$ cat config.mk
export PLATFORM = sky130hd
export DESIGN_NAME = adc_device_end_flat
export DESIGN_NICKNAME = d
export VERILOG_FILES = /design/src/hdl/adc_seq_pkg.sv /design/src/hdl/adc_link_if.sv /design/src/hdl/channel_stepper.sv /design/src/hdl/adc_device_end.sv /design/src/flat_wrapper.sv
export VERILOG_INCLUDE_DIRS = /design/src /design/src/hdl
export SDC_FILE = /design/constraint.sdc
export NUM_CORES = 1
export LEC_CHECK = 0
export ABC_AREA = 0
export BUFFER_PORTS_ARGS = -buffer_cell sky130_fd_sc_hd__buf_2
export CORE_MARGIN = 2
export CORE_UTILIZATION = 45
export DETAILED_ROUTE_END_ITERATION = 10
export GPL_TIMING_DRIVEN = 0
export PLACE_DENSITY = 0.64
export SLEW_MARGIN = 20
export SYNTH_ARGS = -nofsm -noshare
export SYNTH_HDL_FRONTEND = slang
export SYNTH_HIERARCHICAL = 1
export SYNTH_SLANG_ARGS = --single-unit
$ cat constraint.sdc
create_clock -name aclk -period 3.1 [get_ports aclk]
set_input_delay 0.62 -clock aclk [delete_from_list [all_inputs] [get_ports aclk]]
set_output_delay 0.62 -clock aclk [all_outputs]
set_load 0.05 [all_outputs]
$ cat src/hdl/adc_seq_cfg.svh
// Constants for the converter link: configuration word layout,
// sequencer codes, timing counts and controller register offsets.
// Assumes a 25 MHz aclk; included by the package, both link ends and the bench.
`ifndef ADC_SEQ_CFG_SVH
`define ADC_SEQ_CFG_SVH

// ****************************************
// Configuration word layout
// ****************************************
`define CFG_W              14
`define CFG_UPDATE_BIT     13
`define INPUT_MSB          12
`define INPUT_LSB          10
`define PAIR_SEL_BIT       11
`define LAST_MSB           9
`define LAST_LSB           7
`define BW_BIT             6
`define REF_MSB            5
`define REF_LSB            3
`define SEQ_MSB            2
`define SEQ_LSB            1
`define READBACK_BIT       0
`define CFG_DEFAULT        14'h3fff
`define SEQ_OFF            2'h0
`define SEQ_UPDATE         2'h1
`define SEQ_SCAN_TEMP      2'h2
`define SEQ_SCAN           2'h3
`define DEFAULT_HOLD_CONVS 2
`define RESULT_W           16
`define FRAME_BITS         16

// ****************************************
// Timing
// ****************************************
`define CLK_PERIOD_NS      40
`define CONV_TIME_NS       1600
`define CONV_CYCLES        ((`CONV_TIME_NS + `CLK_PERIOD_NS - 1) / `CLK_PERIOD_NS)
`define POWERUP_TIME_NS    2000
`define POWERUP_CYCLES     ((`POWERUP_TIME_NS + `CLK_PERIOD_NS - 1) / `CLK_PERIOD_NS)
`define CNV_HIGH_CYCLES    2
`define CONV_WAIT_CYCLES   (`CONV_CYCLES + 4)
`define SCK_HALF_CYCLES    2

// ****************************************
// Controller registers
// ****************************************
`define REG_COMMAND        8'h00
`define REG_CONFIG         8'h04
`define REG_RESULT         8'h08
`define REG_STATUS         8'h0c
`define CMD_CONVERT_BIT    0
`define CMD_WRITE_BIT      1
`define CMD_DEFAULT_BIT    2
`define AXI_OKAY           2'h0
`define AXI_SLVERR         2'h2

`endif

$ cat src/hdl/adc_seq_pkg.sv
// Types shared by both ends of the converter link.
// Assumes the constants header is on the include path.
`include "adc_seq_cfg.svh"

package adc_seq_pkg;
	typedef logic [`CFG_W-1:0]    cfg_word_type;
	typedef logic [`RESULT_W-1:0] result_type;
	typedef enum logic [2:0] {
		host_powerup,
		host_idle,
		host_cnv,
		host_wait,
		host_frame
	} host_state_type;
endpackage

$ cat src/hdl/adc_link_if.sv
// Serial link between controller and converter.
// Assumes both ends run on the same aclk.
`timescale 1ns/100ps

interface adc_link_if;
	logic conversion_start;
	logic sck;
	logic din;
	logic sdo;
	modport device (input conversion_start, input sck, input din, output sdo);
	modport host (output conversion_start, output sck, output din, input sdo);
endinterface

$ cat src/hdl/channel_stepper.sv
// Slot stepper of the converter sequencer.
// Assumes step and restart are one-cycle pulses, never both high.
`timescale 1ns/100ps

module channel_stepper (
	input  wire logic       aclk,
	input  wire logic       aresetn,
	input  wire logic       step,
	input  wire logic       restart,
	input  wire logic       seq_on,
	input  wire logic       paired,
	input  wire logic [2:0] last_channel_field,
	input  wire logic       temp_on,
	output logic      [2:0] pos_channel,
	output logic      [2:0] neg_channel,
	output logic            temp_slot
);
	logic [2:0] slot;
	logic       in_temp;
	logic [2:0] final_slot;

	// Pairs always end on an even channel
	assign final_slot = paired ? {last_channel_field[2:1], 1'b0} : last_channel_field; // RL2 RL3

	always_ff @(posedge aclk) begin
		if (!aresetn) begin
			slot    <= 3'h0;
			in_temp <= 1'b0;
		end else if (restart) begin
			slot    <= 3'h0; // RL7
			in_temp <= 1'b0;
		end else if (step && seq_on) begin
			if (in_temp) begin
				slot    <= 3'h0; // RL21
				in_temp <= 1'b0;
			end else if (slot >= final_slot) begin
				slot    <= 3'h0; // RL1
				in_temp <= temp_on; // RL8
			end else begin
				slot <= slot + (paired ? 3'h2 : 3'h1); // RL21
			end
		end
	end

	assign pos_channel = seq_on ? slot : final_slot;
	assign neg_channel = pos_channel | {2'h0, paired}; // RL3
	assign temp_slot   = seq_on & in_temp;
endmodule

$ cat src/hdl/adc_device_end.sv
// Converter end of the link: configuration shift-in, sequencer,
// conversion timing, result coding and power control.
// Assumes link pins synchronous to aclk and an analog core that
// returns sample_code and temp_code for the selected input.
//
// Summary of operation
// [RL1] Scan from channel zero to last channel
// [RL2] Pair set follows programmed last channel
// [RL3] Even positive, odd negative, ignore low bit
// [RL4] Host writes sequencer field to start scanning
// [RL5] Host keeps config input low after update
// [RL6] Code 01 updates without breaking scan
// [RL7] Pairing or last change restarts at zero
// [RL8] Singles or pairs, optional temperature slot
// [RL9] Code 10 with singles adds temperature slot
// [RL10] Code 11 pairs scan without temperature slot
// [RL11] Internal reference also enables temperature sensor
// [RL12] Host picks internal reference for temperature
// [RL13] Temperature result always straight binary
// [RL14] Reference and buffer power down independently
// [RL15] Core powers down after each conversion
// [RL16] Host holds start low during power-up
// [RL17] Config shifted MSB first, 14 rising edges
// [RL18] New config governs the following conversion
// [RL19] Top bit set overwrites, clear keeps
// [RL20] Input high two conversions loads all ones
// [RL21] Advance one slot, wrap after final
`timescale 1ns/100ps
`include "adc_seq_cfg.svh"

module adc_device_end
	import adc_seq_pkg::*;
#(
	parameter int CONV_CYCLES = `CONV_CYCLES
)(
	input  wire logic        aclk,
	input  wire logic        aresetn,
	adc_link_if.device       link,
	input  wire result_type  sample_code,
	input  wire result_type  temp_code,
	output logic       [2:0] mux_pos,
	output logic       [2:0] mux_neg,
	output logic             pair_mode,
	output logic             temp_select,
	output logic             ref_enable,
	output logic             buffer_enable,
	output logic             temp_sensor_enable,
	output logic             core_powered,
	output logic             quarter_bandwidth,
	output logic             configured
);

	// ****************************************
	// Decoding helpers
	// ****************************************
	// Returns {reference on, buffer on}
	function automatic logic [1:0] ref_decode(input logic [2:0] code);
		logic ref_on;
		logic buf_on;
		ref_on = ~code[2];
		buf_on = ~(code[2] ^ code[1]);
		return {ref_on, buf_on};
	endfunction

	function automatic logic is_bipolar(input logic [2:0] input_arrangement_field);
		return (input_arrangement_field[2:1] == 2'h0) || (input_arrangement_field == 3'h2);
	endfunction

	function automatic result_type code_for(input result_type raw,
		input logic temp, input logic [2:0] input_arrangement_field);
		result_type code;
		code = raw;
		if (!temp && is_bipolar(input_arrangement_field)) begin
			code = {~raw[15], raw[14:0]};
		end
		return code;
	endfunction

	// ****************************************
	// Signals
	// ****************************************
	logic             sck_prev;
	logic             cnv_prev;
	logic             sck_rise;
	logic             sck_fall;
	logic             cnv_rise;
	logic       [4:0] bit_cnt;
	logic      [12:0] cfg_shift;
	cfg_word_type     new_word;
	logic             word_done;
	cfg_word_type     active_cfg;
	cfg_word_type     pending_cfg;
	cfg_word_type     merged_cfg;
	logic             pending_valid;
	logic       [1:0] high_cnt;
	logic             default_load;
	logic             busy;
	logic      [15:0] conv_cnt;
	logic             conv_temp;
	logic             conv_end;
	logic      [29:0] out_shift;
	logic             restart;
	logic             step;
	logic       [2:0] slot_pos;
	logic       [2:0] slot_neg;
	logic             slot_temp;
	logic       [1:0] seq_field;
	logic       [1:0] new_seq;
	logic       [1:0] ref_bits;

	assign sck_rise  = link.sck & ~sck_prev;
	assign sck_fall  = ~link.sck & sck_prev;
	assign cnv_rise  = link.conversion_start & ~cnv_prev;
	assign conv_end  = busy && (conv_cnt == 16'h0);
	assign seq_field = active_cfg[`SEQ_MSB:`SEQ_LSB];
	assign new_seq   = pending_cfg[`SEQ_MSB:`SEQ_LSB];
	assign ref_bits  = ref_decode(active_cfg[`REF_MSB:`REF_LSB]);

	always_ff @(posedge aclk) begin
		if (!aresetn) begin
			sck_prev <= 1'b0;
			cnv_prev <= 1'b0;
		end else begin
			sck_prev <= link.sck;
			cnv_prev <= link.conversion_start;
		end
	end

	// ****************************************
	// Configuration shift-in
	// ****************************************
	// Only the first 14 rising edges of a frame carry the word
	assign new_word  = {cfg_shift, link.din}; // RL17
	assign word_done = sck_rise && !link.conversion_start && (bit_cnt == 5'd13);

	always_ff @(posedge aclk) begin
		if (!aresetn) begin
			bit_cnt   <= 5'h0;
			cfg_shift <= 13'h0;
		end else if (link.conversion_start) begin
			bit_cnt <= 5'h0;
		end else if (sck_rise && (bit_cnt < 5'd14)) begin
			cfg_shift <= {cfg_shift[11:0], link.din}; // RL17
			bit_cnt   <= bit_cnt + 5'h1;
		end
	end

	// Consecutive conversions started with the input held high
	assign default_load = cnv_rise && !busy && link.din &&
		(high_cnt == 2'(`DEFAULT_HOLD_CONVS - 1)); // RL20

	always_ff @(posedge aclk) begin
		if (!aresetn) begin
			high_cnt <= 2'h0;
		end else if (cnv_rise && !busy) begin
			if (!link.din || default_load) begin
				high_cnt <= 2'h0;
			end else begin
				high_cnt <= high_cnt + 2'h1;
			end
		end
	end

	// Clear first so a word landing on the apply edge is kept
	always_ff @(posedge aclk) begin
		if (!aresetn) begin
			pending_cfg   <= `CFG_DEFAULT;
			pending_valid <= 1'b0;
		end else begin
			if (conv_end) begin
				pending_valid <= 1'b0;
			end
			if (word_done && new_word[`CFG_UPDATE_BIT]) begin
				pending_cfg   <= new_word; // RL19
				pending_valid <= 1'b1;
			end else if (default_load) begin
				pending_cfg   <= `CFG_DEFAULT; // RL20
				pending_valid <= 1'b1;
			end
		end
	end

	// ****************************************
	// Applying a new word
	// ****************************************
	// Code 01 keeps the running sequencer mode
	always_comb begin
		merged_cfg = pending_cfg;
		if (new_seq == `SEQ_UPDATE) begin
			merged_cfg[`SEQ_MSB:`SEQ_LSB] = seq_field; // RL6
		end
	end

	assign restart = conv_end && pending_valid && ((new_seq != `SEQ_UPDATE) || // RL4
		(pending_cfg[`PAIR_SEL_BIT] != active_cfg[`PAIR_SEL_BIT]) ||
		(pending_cfg[`LAST_MSB:`LAST_LSB] != active_cfg[`LAST_MSB:`LAST_LSB])); // RL7
	assign step    = conv_end && !restart; // RL21

	// Word takes effect at end of conversion, so it steers the next one
	always_ff @(posedge aclk) begin
		if (!aresetn) begin
			active_cfg <= 14'h0;
			configured <= 1'b0;
		end else if (conv_end && pending_valid) begin
			active_cfg <= merged_cfg; // RL18
			configured <= 1'b1;
		end
	end

	channel_stepper u_stepper (
		.aclk               (aclk),
		.aresetn            (aresetn),
		.step               (step),
		.restart            (restart),
		.seq_on             (seq_field[1]), // RL8
		.paired             (~active_cfg[`PAIR_SEL_BIT]),
		.last_channel_field (active_cfg[`LAST_MSB:`LAST_LSB]),
		.temp_on            (seq_field == `SEQ_SCAN_TEMP), // RL9 RL10
		.pos_channel        (slot_pos),
		.neg_channel        (slot_neg),
		.temp_slot          (slot_temp)
	);

	// ****************************************
	// Conversion timing
	// ****************************************
	// Start pulses during a conversion are ignored
	always_ff @(posedge aclk) begin
		if (!aresetn) begin
			busy      <= 1'b0;
			conv_cnt  <= 16'h0;
			conv_temp <= 1'b0;
		end else if (cnv_rise && !busy) begin
			busy      <= 1'b1;
			conv_cnt  <= 16'(CONV_CYCLES - 1);
			conv_temp <= slot_temp;
		end else if (conv_end) begin
			busy <= 1'b0; // RL15
		end else if (busy) begin
			conv_cnt <= conv_cnt - 16'h1;
		end
	end

	// ****************************************
	// Result readout
	// ****************************************
	// Result first, then the word it was taken with when readback is on
	always_ff @(posedge aclk) begin
		if (!aresetn) begin
			out_shift <= 30'h0;
		end else if (conv_end) begin
			out_shift <= {code_for(conv_temp ? temp_code : sample_code, conv_temp, // RL13
				active_cfg[`INPUT_MSB:`INPUT_LSB]),
				active_cfg[`READBACK_BIT] ? 14'h0 : active_cfg};
		end else if (sck_fall && !link.conversion_start) begin
			out_shift <= {out_shift[28:0], 1'b0};
		end
	end

	assign link.sdo = out_shift[29];

	// ****************************************
	// Core control outputs
	// ****************************************
	always_ff @(posedge aclk) begin
		if (!aresetn) begin
			mux_pos            <= 3'h0;
			mux_neg            <= 3'h0;
			pair_mode          <= 1'b0;
			temp_select        <= 1'b0;
			ref_enable         <= 1'b0;
			buffer_enable      <= 1'b0;
			temp_sensor_enable <= 1'b0;
			core_powered       <= 1'b0;
			quarter_bandwidth  <= 1'b0;
		end else begin
			mux_pos            <= slot_pos; // RL1
			mux_neg            <= slot_neg; // RL3
			pair_mode          <= ~active_cfg[`PAIR_SEL_BIT];
			temp_select        <= slot_temp;
			ref_enable         <= ref_bits[1]; // RL14
			buffer_enable      <= ref_bits[0]; // RL14
			temp_sensor_enable <= ref_bits[1]; // RL11
			core_powered       <= busy; // RL15
			quarter_bandwidth  <= ~active_cfg[`BW_BIT];
		end
	end
endmodule

$ cat src/flat_wrapper.sv
// flat-port wrapper written by rule: the top's interface ports become plain ports
module adc_device_end_flat import adc_seq_pkg::*;
#(
	parameter int CONV_CYCLES = `CONV_CYCLES
)
  (aclk, aresetn, sample_code, temp_code, mux_pos, mux_neg, pair_mode, temp_select, ref_enable, buffer_enable, temp_sensor_enable, core_powered, quarter_bandwidth, configured, link_conversion_start, link_sck, link_din, link_sdo);
  adc_link_if link_i ();
  input  wire logic aclk;
  input  wire logic aresetn;
  input  wire result_type sample_code;
  input  wire result_type temp_code;
  output logic       [2:0] mux_pos;
  output logic       [2:0] mux_neg;
  output logic pair_mode;
  output logic temp_select;
  output logic ref_enable;
  output logic buffer_enable;
  output logic temp_sensor_enable;
  output logic core_powered;
  output logic quarter_bandwidth;
  output logic configured;
  input wire logic [$bits(link_i.conversion_start)-1:0] link_conversion_start;
  input wire logic [$bits(link_i.sck)-1:0] link_sck;
  input wire logic [$bits(link_i.din)-1:0] link_din;
  output wire logic [$bits(link_i.sdo)-1:0] link_sdo;
  assign link_i.conversion_start = link_conversion_start;
  assign link_i.sck = link_sck;
  assign link_i.din = link_din;
  assign link_sdo = link_i.sdo;
  adc_device_end #(.CONV_CYCLES(CONV_CYCLES)) u_core (.aclk(aclk), .aresetn(aresetn), .link(link_i), .sample_code(sample_code), .temp_code(temp_code), .mux_pos(mux_pos), .mux_neg(mux_neg), .pair_mode(pair_mode), .temp_select(temp_select), .ref_enable(ref_enable), .buffer_enable(buffer_enable), .temp_sensor_enable(temp_sensor_enable), .core_powered(core_powered), .quarter_bandwidth(quarter_bandwidth), .configured(configured));
endmodule
* Yosys cells after proc, flatten, opt, wreduce, memory -nomap -nowiden
Cells that the tools add are included.
W data, S select, Z words.
** Operators by class
- Muxes and demuxes :: 22
- $add $sub $neg :: 4
- Reduce and logical (&&, ||, !) cells :: 37
- Equality and inequality tests :: 9
- Bitwise gates (word level) :: 18
- Magnitude comparators :: 2
** Operators by type and width (count)
- $mux W30 :: 2
- $mux W14 :: 3
- $mux W16 :: 2
- $mux W6 :: 3
- $logic_not A16 Y1 :: 1
- $sub A16 B1 Y16 const B :: 1
- $logic_and A1 B1 Y1 :: 14
- $not A1 Y1 :: 12
- $mux W3 :: 3
- $reduce_and A2 Y1 :: 4
- $reduce_bool A2 Y1 :: 4
- $mux W1 :: 7
- $reduce_or A2 Y1 :: 3
- $add A5 B1 Y5 const B :: 1
- $eq A5 B4 Y1 const B :: 1
- $logic_not A1 Y1 :: 5
- $lt A5 B4 Y1 const B :: 1
- $and A1 B1 Y1 :: 4
- $eq A2 B1 Y1 const B :: 2
- $logic_or A1 B1 Y1 :: 4
- $mux W2 :: 2
- $add A3 B2 Y3 :: 1
- $eq A3 B2 Y1 const B :: 1
- $ge A3 B3 Y1 :: 1
- 10 further kinds :: 10
** Word-level totals
- Input bits :: 37
- Register bits :: 116
- Output and inout bits :: 15

* Depth between registers and ports, before layout
- Depth in word-level cells :: 7
- Gate-level depth with buffers :: 9
- Depth with buffers taken out :: 9

* Cells and area by module
The synthesis kept the hierarchy.
** By module, submodules not included
- adc_device_end :: area each 5041.1 um^2, cells an instance 515, times used 1, seq. area each 2222.1 um^2
- channel_stepper :: area each 359.1 um^2, cells an instance 46, times used 1, seq. area each 80.1 um^2

* Worst setup path before layout
OpenSTA, ideal clock, no wires.
- Path type :: flip-flop to flip-flop
- Start :: reg u_core.conv_cnt[6]
- End :: reg u_core.pending_valid
- Data required time :: 2.984 ns
- Setup slack :: 0.819 ns
- Stages on the path, launching flop included :: 8
- Arrival time :: 2.165 ns
- Path through :: dfxtp_1 -> or4_1 -> buf_2 -> or3_4 -> or3_1 -> clkbuf_1 -> buf_6 -> a31o_2
** On the way
- Word-level cells in the longest chain between the ends :: 3
** RTL lines
- from (decl) :: line adc_device_end.sv:98 : logic [15:0] conv_cnt;
- from (signal assigned) :: line adc_device_end.sv:235 : conv_cnt <= 16'(CONV_CYCLES - 1);
- from (signal assigned) :: line adc_device_end.sv:240 : conv_cnt <= conv_cnt - 16'h1;
- $logic_not A16 Y1 :: line adc_device_end.sv:114 : assign conv_end = busy && (conv_cnt == 16'h0);
- $logic_and A1 B1 Y1 :: line adc_device_end.sv:114
- $reduce_bool A3 Y1 (no line)
- to (signal assigned) :: line adc_device_end.sv:168 : pending_valid <= 1'b0;
- to (signal assigned) :: line adc_device_end.sv:171 : pending_valid <= 1'b0;
- to (signal assigned) :: line adc_device_end.sv:175 : pending_valid <= 1'b1;
- to (decl) :: line adc_device_end.sv:94 : logic pending_valid;
No other way between the ends.
A chain may end at the register's enable or synchronous reset.

* Final worst setup path
- Start :: reg u_core.conv_cnt[6]
- End :: reg u_core.u_stepper.slot[1]
** On the way
- Word-level cells in the longest chain between the ends :: 7
- Elaborated cells between the ends (all ways) :: 8
- Those cells by class :: reduce/logical (8)
** RTL lines
- $logic_not A16 Y1 (*) :: line adc_device_end.sv:114
- $logic_and A1 B1 Y1 (*) :: line adc_device_end.sv:114
- $logic_and A1 B1 Y1 (*) (2 in series) :: line adc_device_end.sv:194 : assign restart = conv_end && pending_valid && ((new_seq != `SEQ_UPDATE) ||
- named net u_core.restart :: line adc_device_end.sv:102 : logic restart;
- $logic_not A1 Y1 :: line adc_device_end.sv:197 : assign step = conv_end && !restart;
- $logic_and A1 B1 Y1 :: line adc_device_end.sv:197
- $logic_and A1 B1 Y1 :: line channel_stepper.sv:32 : end else if (step && seq_on) begin
- to (signal assigned) :: line channel_stepper.sv:40 : slot <= slot + (paired ? 3'h2 : 3'h1);
- to (decl) :: line channel_stepper.sv:18 : logic [2:0] slot;
Mark *: on every way through the listed nets, which the timed path passes. The rest lies on a longest branch.

==> results_dict.tcl <==
set metrics [dict create \
    path_clk_slew_ns 0.06 \
    grt_max_degree 17 \
    io_pins 52 \
    synth-seq-area-share_pct 42.6 \
    grt_antenna_before_repair 0 \
    port_buffers 51 \
    routed_via_density 5.60 \
    p_leak_nw 2.54 \
    fmax_ghz 0.397 \
    synthCells 561 \
    power.total_mw 3.94 \
    crit_family "simple AND/OR/NAND/NOR gates" \
    drc 0 \
    hold_buffers 0 \
    rows 40 \
    drive_gt1_share_pct 21.3 \
    worst_skew_pair.late_latency_ns 0.41 \
    vias 4428 \
    worstRegToRegCells 8 \
    path_class "flip-flop to flip-flop" \
    crit_path_top_delay_cell "or4_1" \
    synthArstFlopShare_pct 0 \
    dp_hpwl_mm 9.25 \
    slew_violations 0 \
    power.density_mw_per_mm2 610 \
    avgSynthCellArea_um2 9.63 \
    cts_tree "done" \
    fin_nets 677 \
    seq_area_mm2 0.00230 \
    cp_max_fo 7 \
    ys_warn_count 6 \
    hold_viol 0 \
    synth_cell_type_count 64 \
    cp-start-kind "flip-flop" \
    stdcell_count 791 \
    syn_nets 607 \
    grt_overflow 0 \
    fin_skew_ns 0.00802 \
    ir_worst_vdd_v 0.000344 \
    n_fill_cell 1068 \
    period_share_pct 81.3 \
    clock-root-buffer "clkbuf_16" \
    cts.sinks 115 \
    die_w_um 114 \
    setup.worst_path.end_class "flip-flop" \
    antennaDiodeCount 0 \
    die-area_mm2 0.0129 \
    globalplace.congestion 0.878 \
    ant_nets 0 \
    rsz0062_at_grt "no" \
    drv_cap 0 \
    globalRouteTotalUtil_pct 20.6 \
    maxSlewHeadroom_pct 49.3 \
    cts_inserted_buffers 17 \
    final_common_cell "dfxtp_1" \
    hold_path_class "flip-flop to flip-flop" \
    worstPathRequired_ns 3.40 \
    syn_to_final_growth_pct 19.4 \
    multiInputGateArea_mm2 0.00285 \
    synthesis.area_mm2 0.00540 \
    cts_setup_buffers 0 \
    drtIter0Drc 194 \
    dp_cells 759 \
    grt_pass1_vias 4309 \
    clockBufferDepth 2 \
    slowest_delay_ns 0.52 \
    htree_num_levels 4 \
    synth_edf_count 0 \
    setup_viol 0 \
    crit_chain "or4_1 > buf_2 > nor3_1 > nand3_1 > a41oi_1 > or2b_2 > a21oi_1 > a22o_1" \
    initial_core_util_pct 45.5 \
    period_needed_ns 2.52 \
    path_depth 8 \
    firstDrtPassIters 4 \
    core-area_mm2 0.0119 \
    ys.flop_type "dfxtp_1" \
    grt_pass1_wl_mm 21.0 \
    cp.buffers_inverters 1 \
    die_y_um 114 \
    final_cell_mix "dfxtp_1, mux2i_1, buf_2, nand2_1, nor2_1" \
    ys_ff_latch 115 \
    worstHoldPathCells 1 \
    setup_tns_ns 0 \
    cts_resized 0 \
    status "completed" \
    wire_per_inst_um 16.0 \
    wirelength_mm 12.7 \
    worst_pin_slew_ns 0.760 \
    crit_arrival_ns 2.83 \
]
[state kept, by name, summed over array words and instances, names as in the netlist, 3 cells and up]
name,flops
u_core/pending_cfg,14
u_core/active_cfg,14
u_core/u_stepper/slot,3
u_core/out_shift,29
u_core/bit_cnt,5
u_core/conv_cnt,16
u_core/mux_pos,3
u_core/cfg_shift,13
u_core/mux_neg,3
[Yosys cell counts (all sizes together) (2+ instances only)]
master,instances,area [µm²]
a311oi,3,26.3
o41ai,2,25.0
xor2,4,35.0
inv,17,63.8
nor3,8,45.0
o21ai,7,35.0
nand4,3,18.8
nand2b,4,25.0
or3,14,92.6
a22o,2,18.8
and2,10,63.8
o31ai,18,135
nand2,53,201
o221a,2,22.5
buf,12,80.1
nand4b,2,17.5
clkbuf,29,109
mux2i,60,601
a2111oi,2,17.5
nor3b,6,45.0
a41oi,3,26.3
o22a,14,123
ha,8,100
nor4,5,31.3
o311ai,16,140
nor2b,3,18.8
nor2,37,139
or4,3,22.5
xnor2,4,35.0
mux2,29,327
nand3,8,40.0
a21o,2,15.0
or3b,2,17.5
dfxtp,115,2300
or2,5,31.3
a21oi,17,85.1
nand3b,15,113
[cell type report]
class | count | area share, %
timing repair buffer | 51 | 3.96
buffer | 41 | 2.93
sequential | 115 | 35.7
clock buffer | 17 | 6.60
tap | 147 | 2.85
clock inverter | 15 | 2.83
inverter | 17 | 0.990
multi-input combinational | 388 | 44.1
[cell families (layout without fill, tap and decap cells)]
group,Yosys count,count (layout),synth area share [%]
AO/OA/AOI/OAI,99,99,14.1
XOR/XNOR,8,8,1.30
adder cells (fa/ha/maj),9,9,2.22
buffers and inverters,58,141,4.68
flip-flops,115,115,42.6
multiplexers,89,89,17.2
AND/OR/NAND/NOR,183,183,17.9
[where the power goes]
| group | internal [mW] | switching, mW |
|---|---|---|
| clock | 1.27 | 0.717 |
| combinational | 0.145 | 0.262 |
| sequential | 1.51 | 0.0276 |
| total | 2.93 | 1.01 |
[layer usage]
layer | vias up | global-route usage [%] | wire length [µm]
met5 | - | 0 | 0
met4 | 0 | 7.97 | 209
met3 | 15 | 5.47 | 641
met2 | 101 | 33.5 | 5910
met1 | 2113 | 26.2 | 5900
li1 | 2199 | - | -
[through the flow]
stage / util (%) / hold slack (ns) / setup WS (ns) / area (µm²)
6_report: 54.4 / 0.451 / 0.579 / 6450
5_1_grt: 54.4 / 0.464 / 0.355 / 6450
4_1_cts: 54.4 / 0.450 / 0.622 / 6450
3_5_place_dp: 49.2 / 0.436 / 0.265 / 5840
3_3_place_gp: 49.2 / 0.431 / 0.292 / 5840
2_1_floorplan: - / 0.414 / 0.819 / 5400
[path summary, 6_finish.rpt]
check                         start                        to  slack (ns)
max              u_core/conv_cnt[6]  u_core/u_stepper/slot[1]        0.58
min          u_core/pending_cfg[13]    u_core/pending_cfg[13]        0.45
max reg2reg      u_core/conv_cnt[6]  u_core/u_stepper/slot[1]        0.58
min reg2reg  u_core/pending_cfg[13]    u_core/pending_cfg[13]        0.45
(Power assumes the default switching activity.)
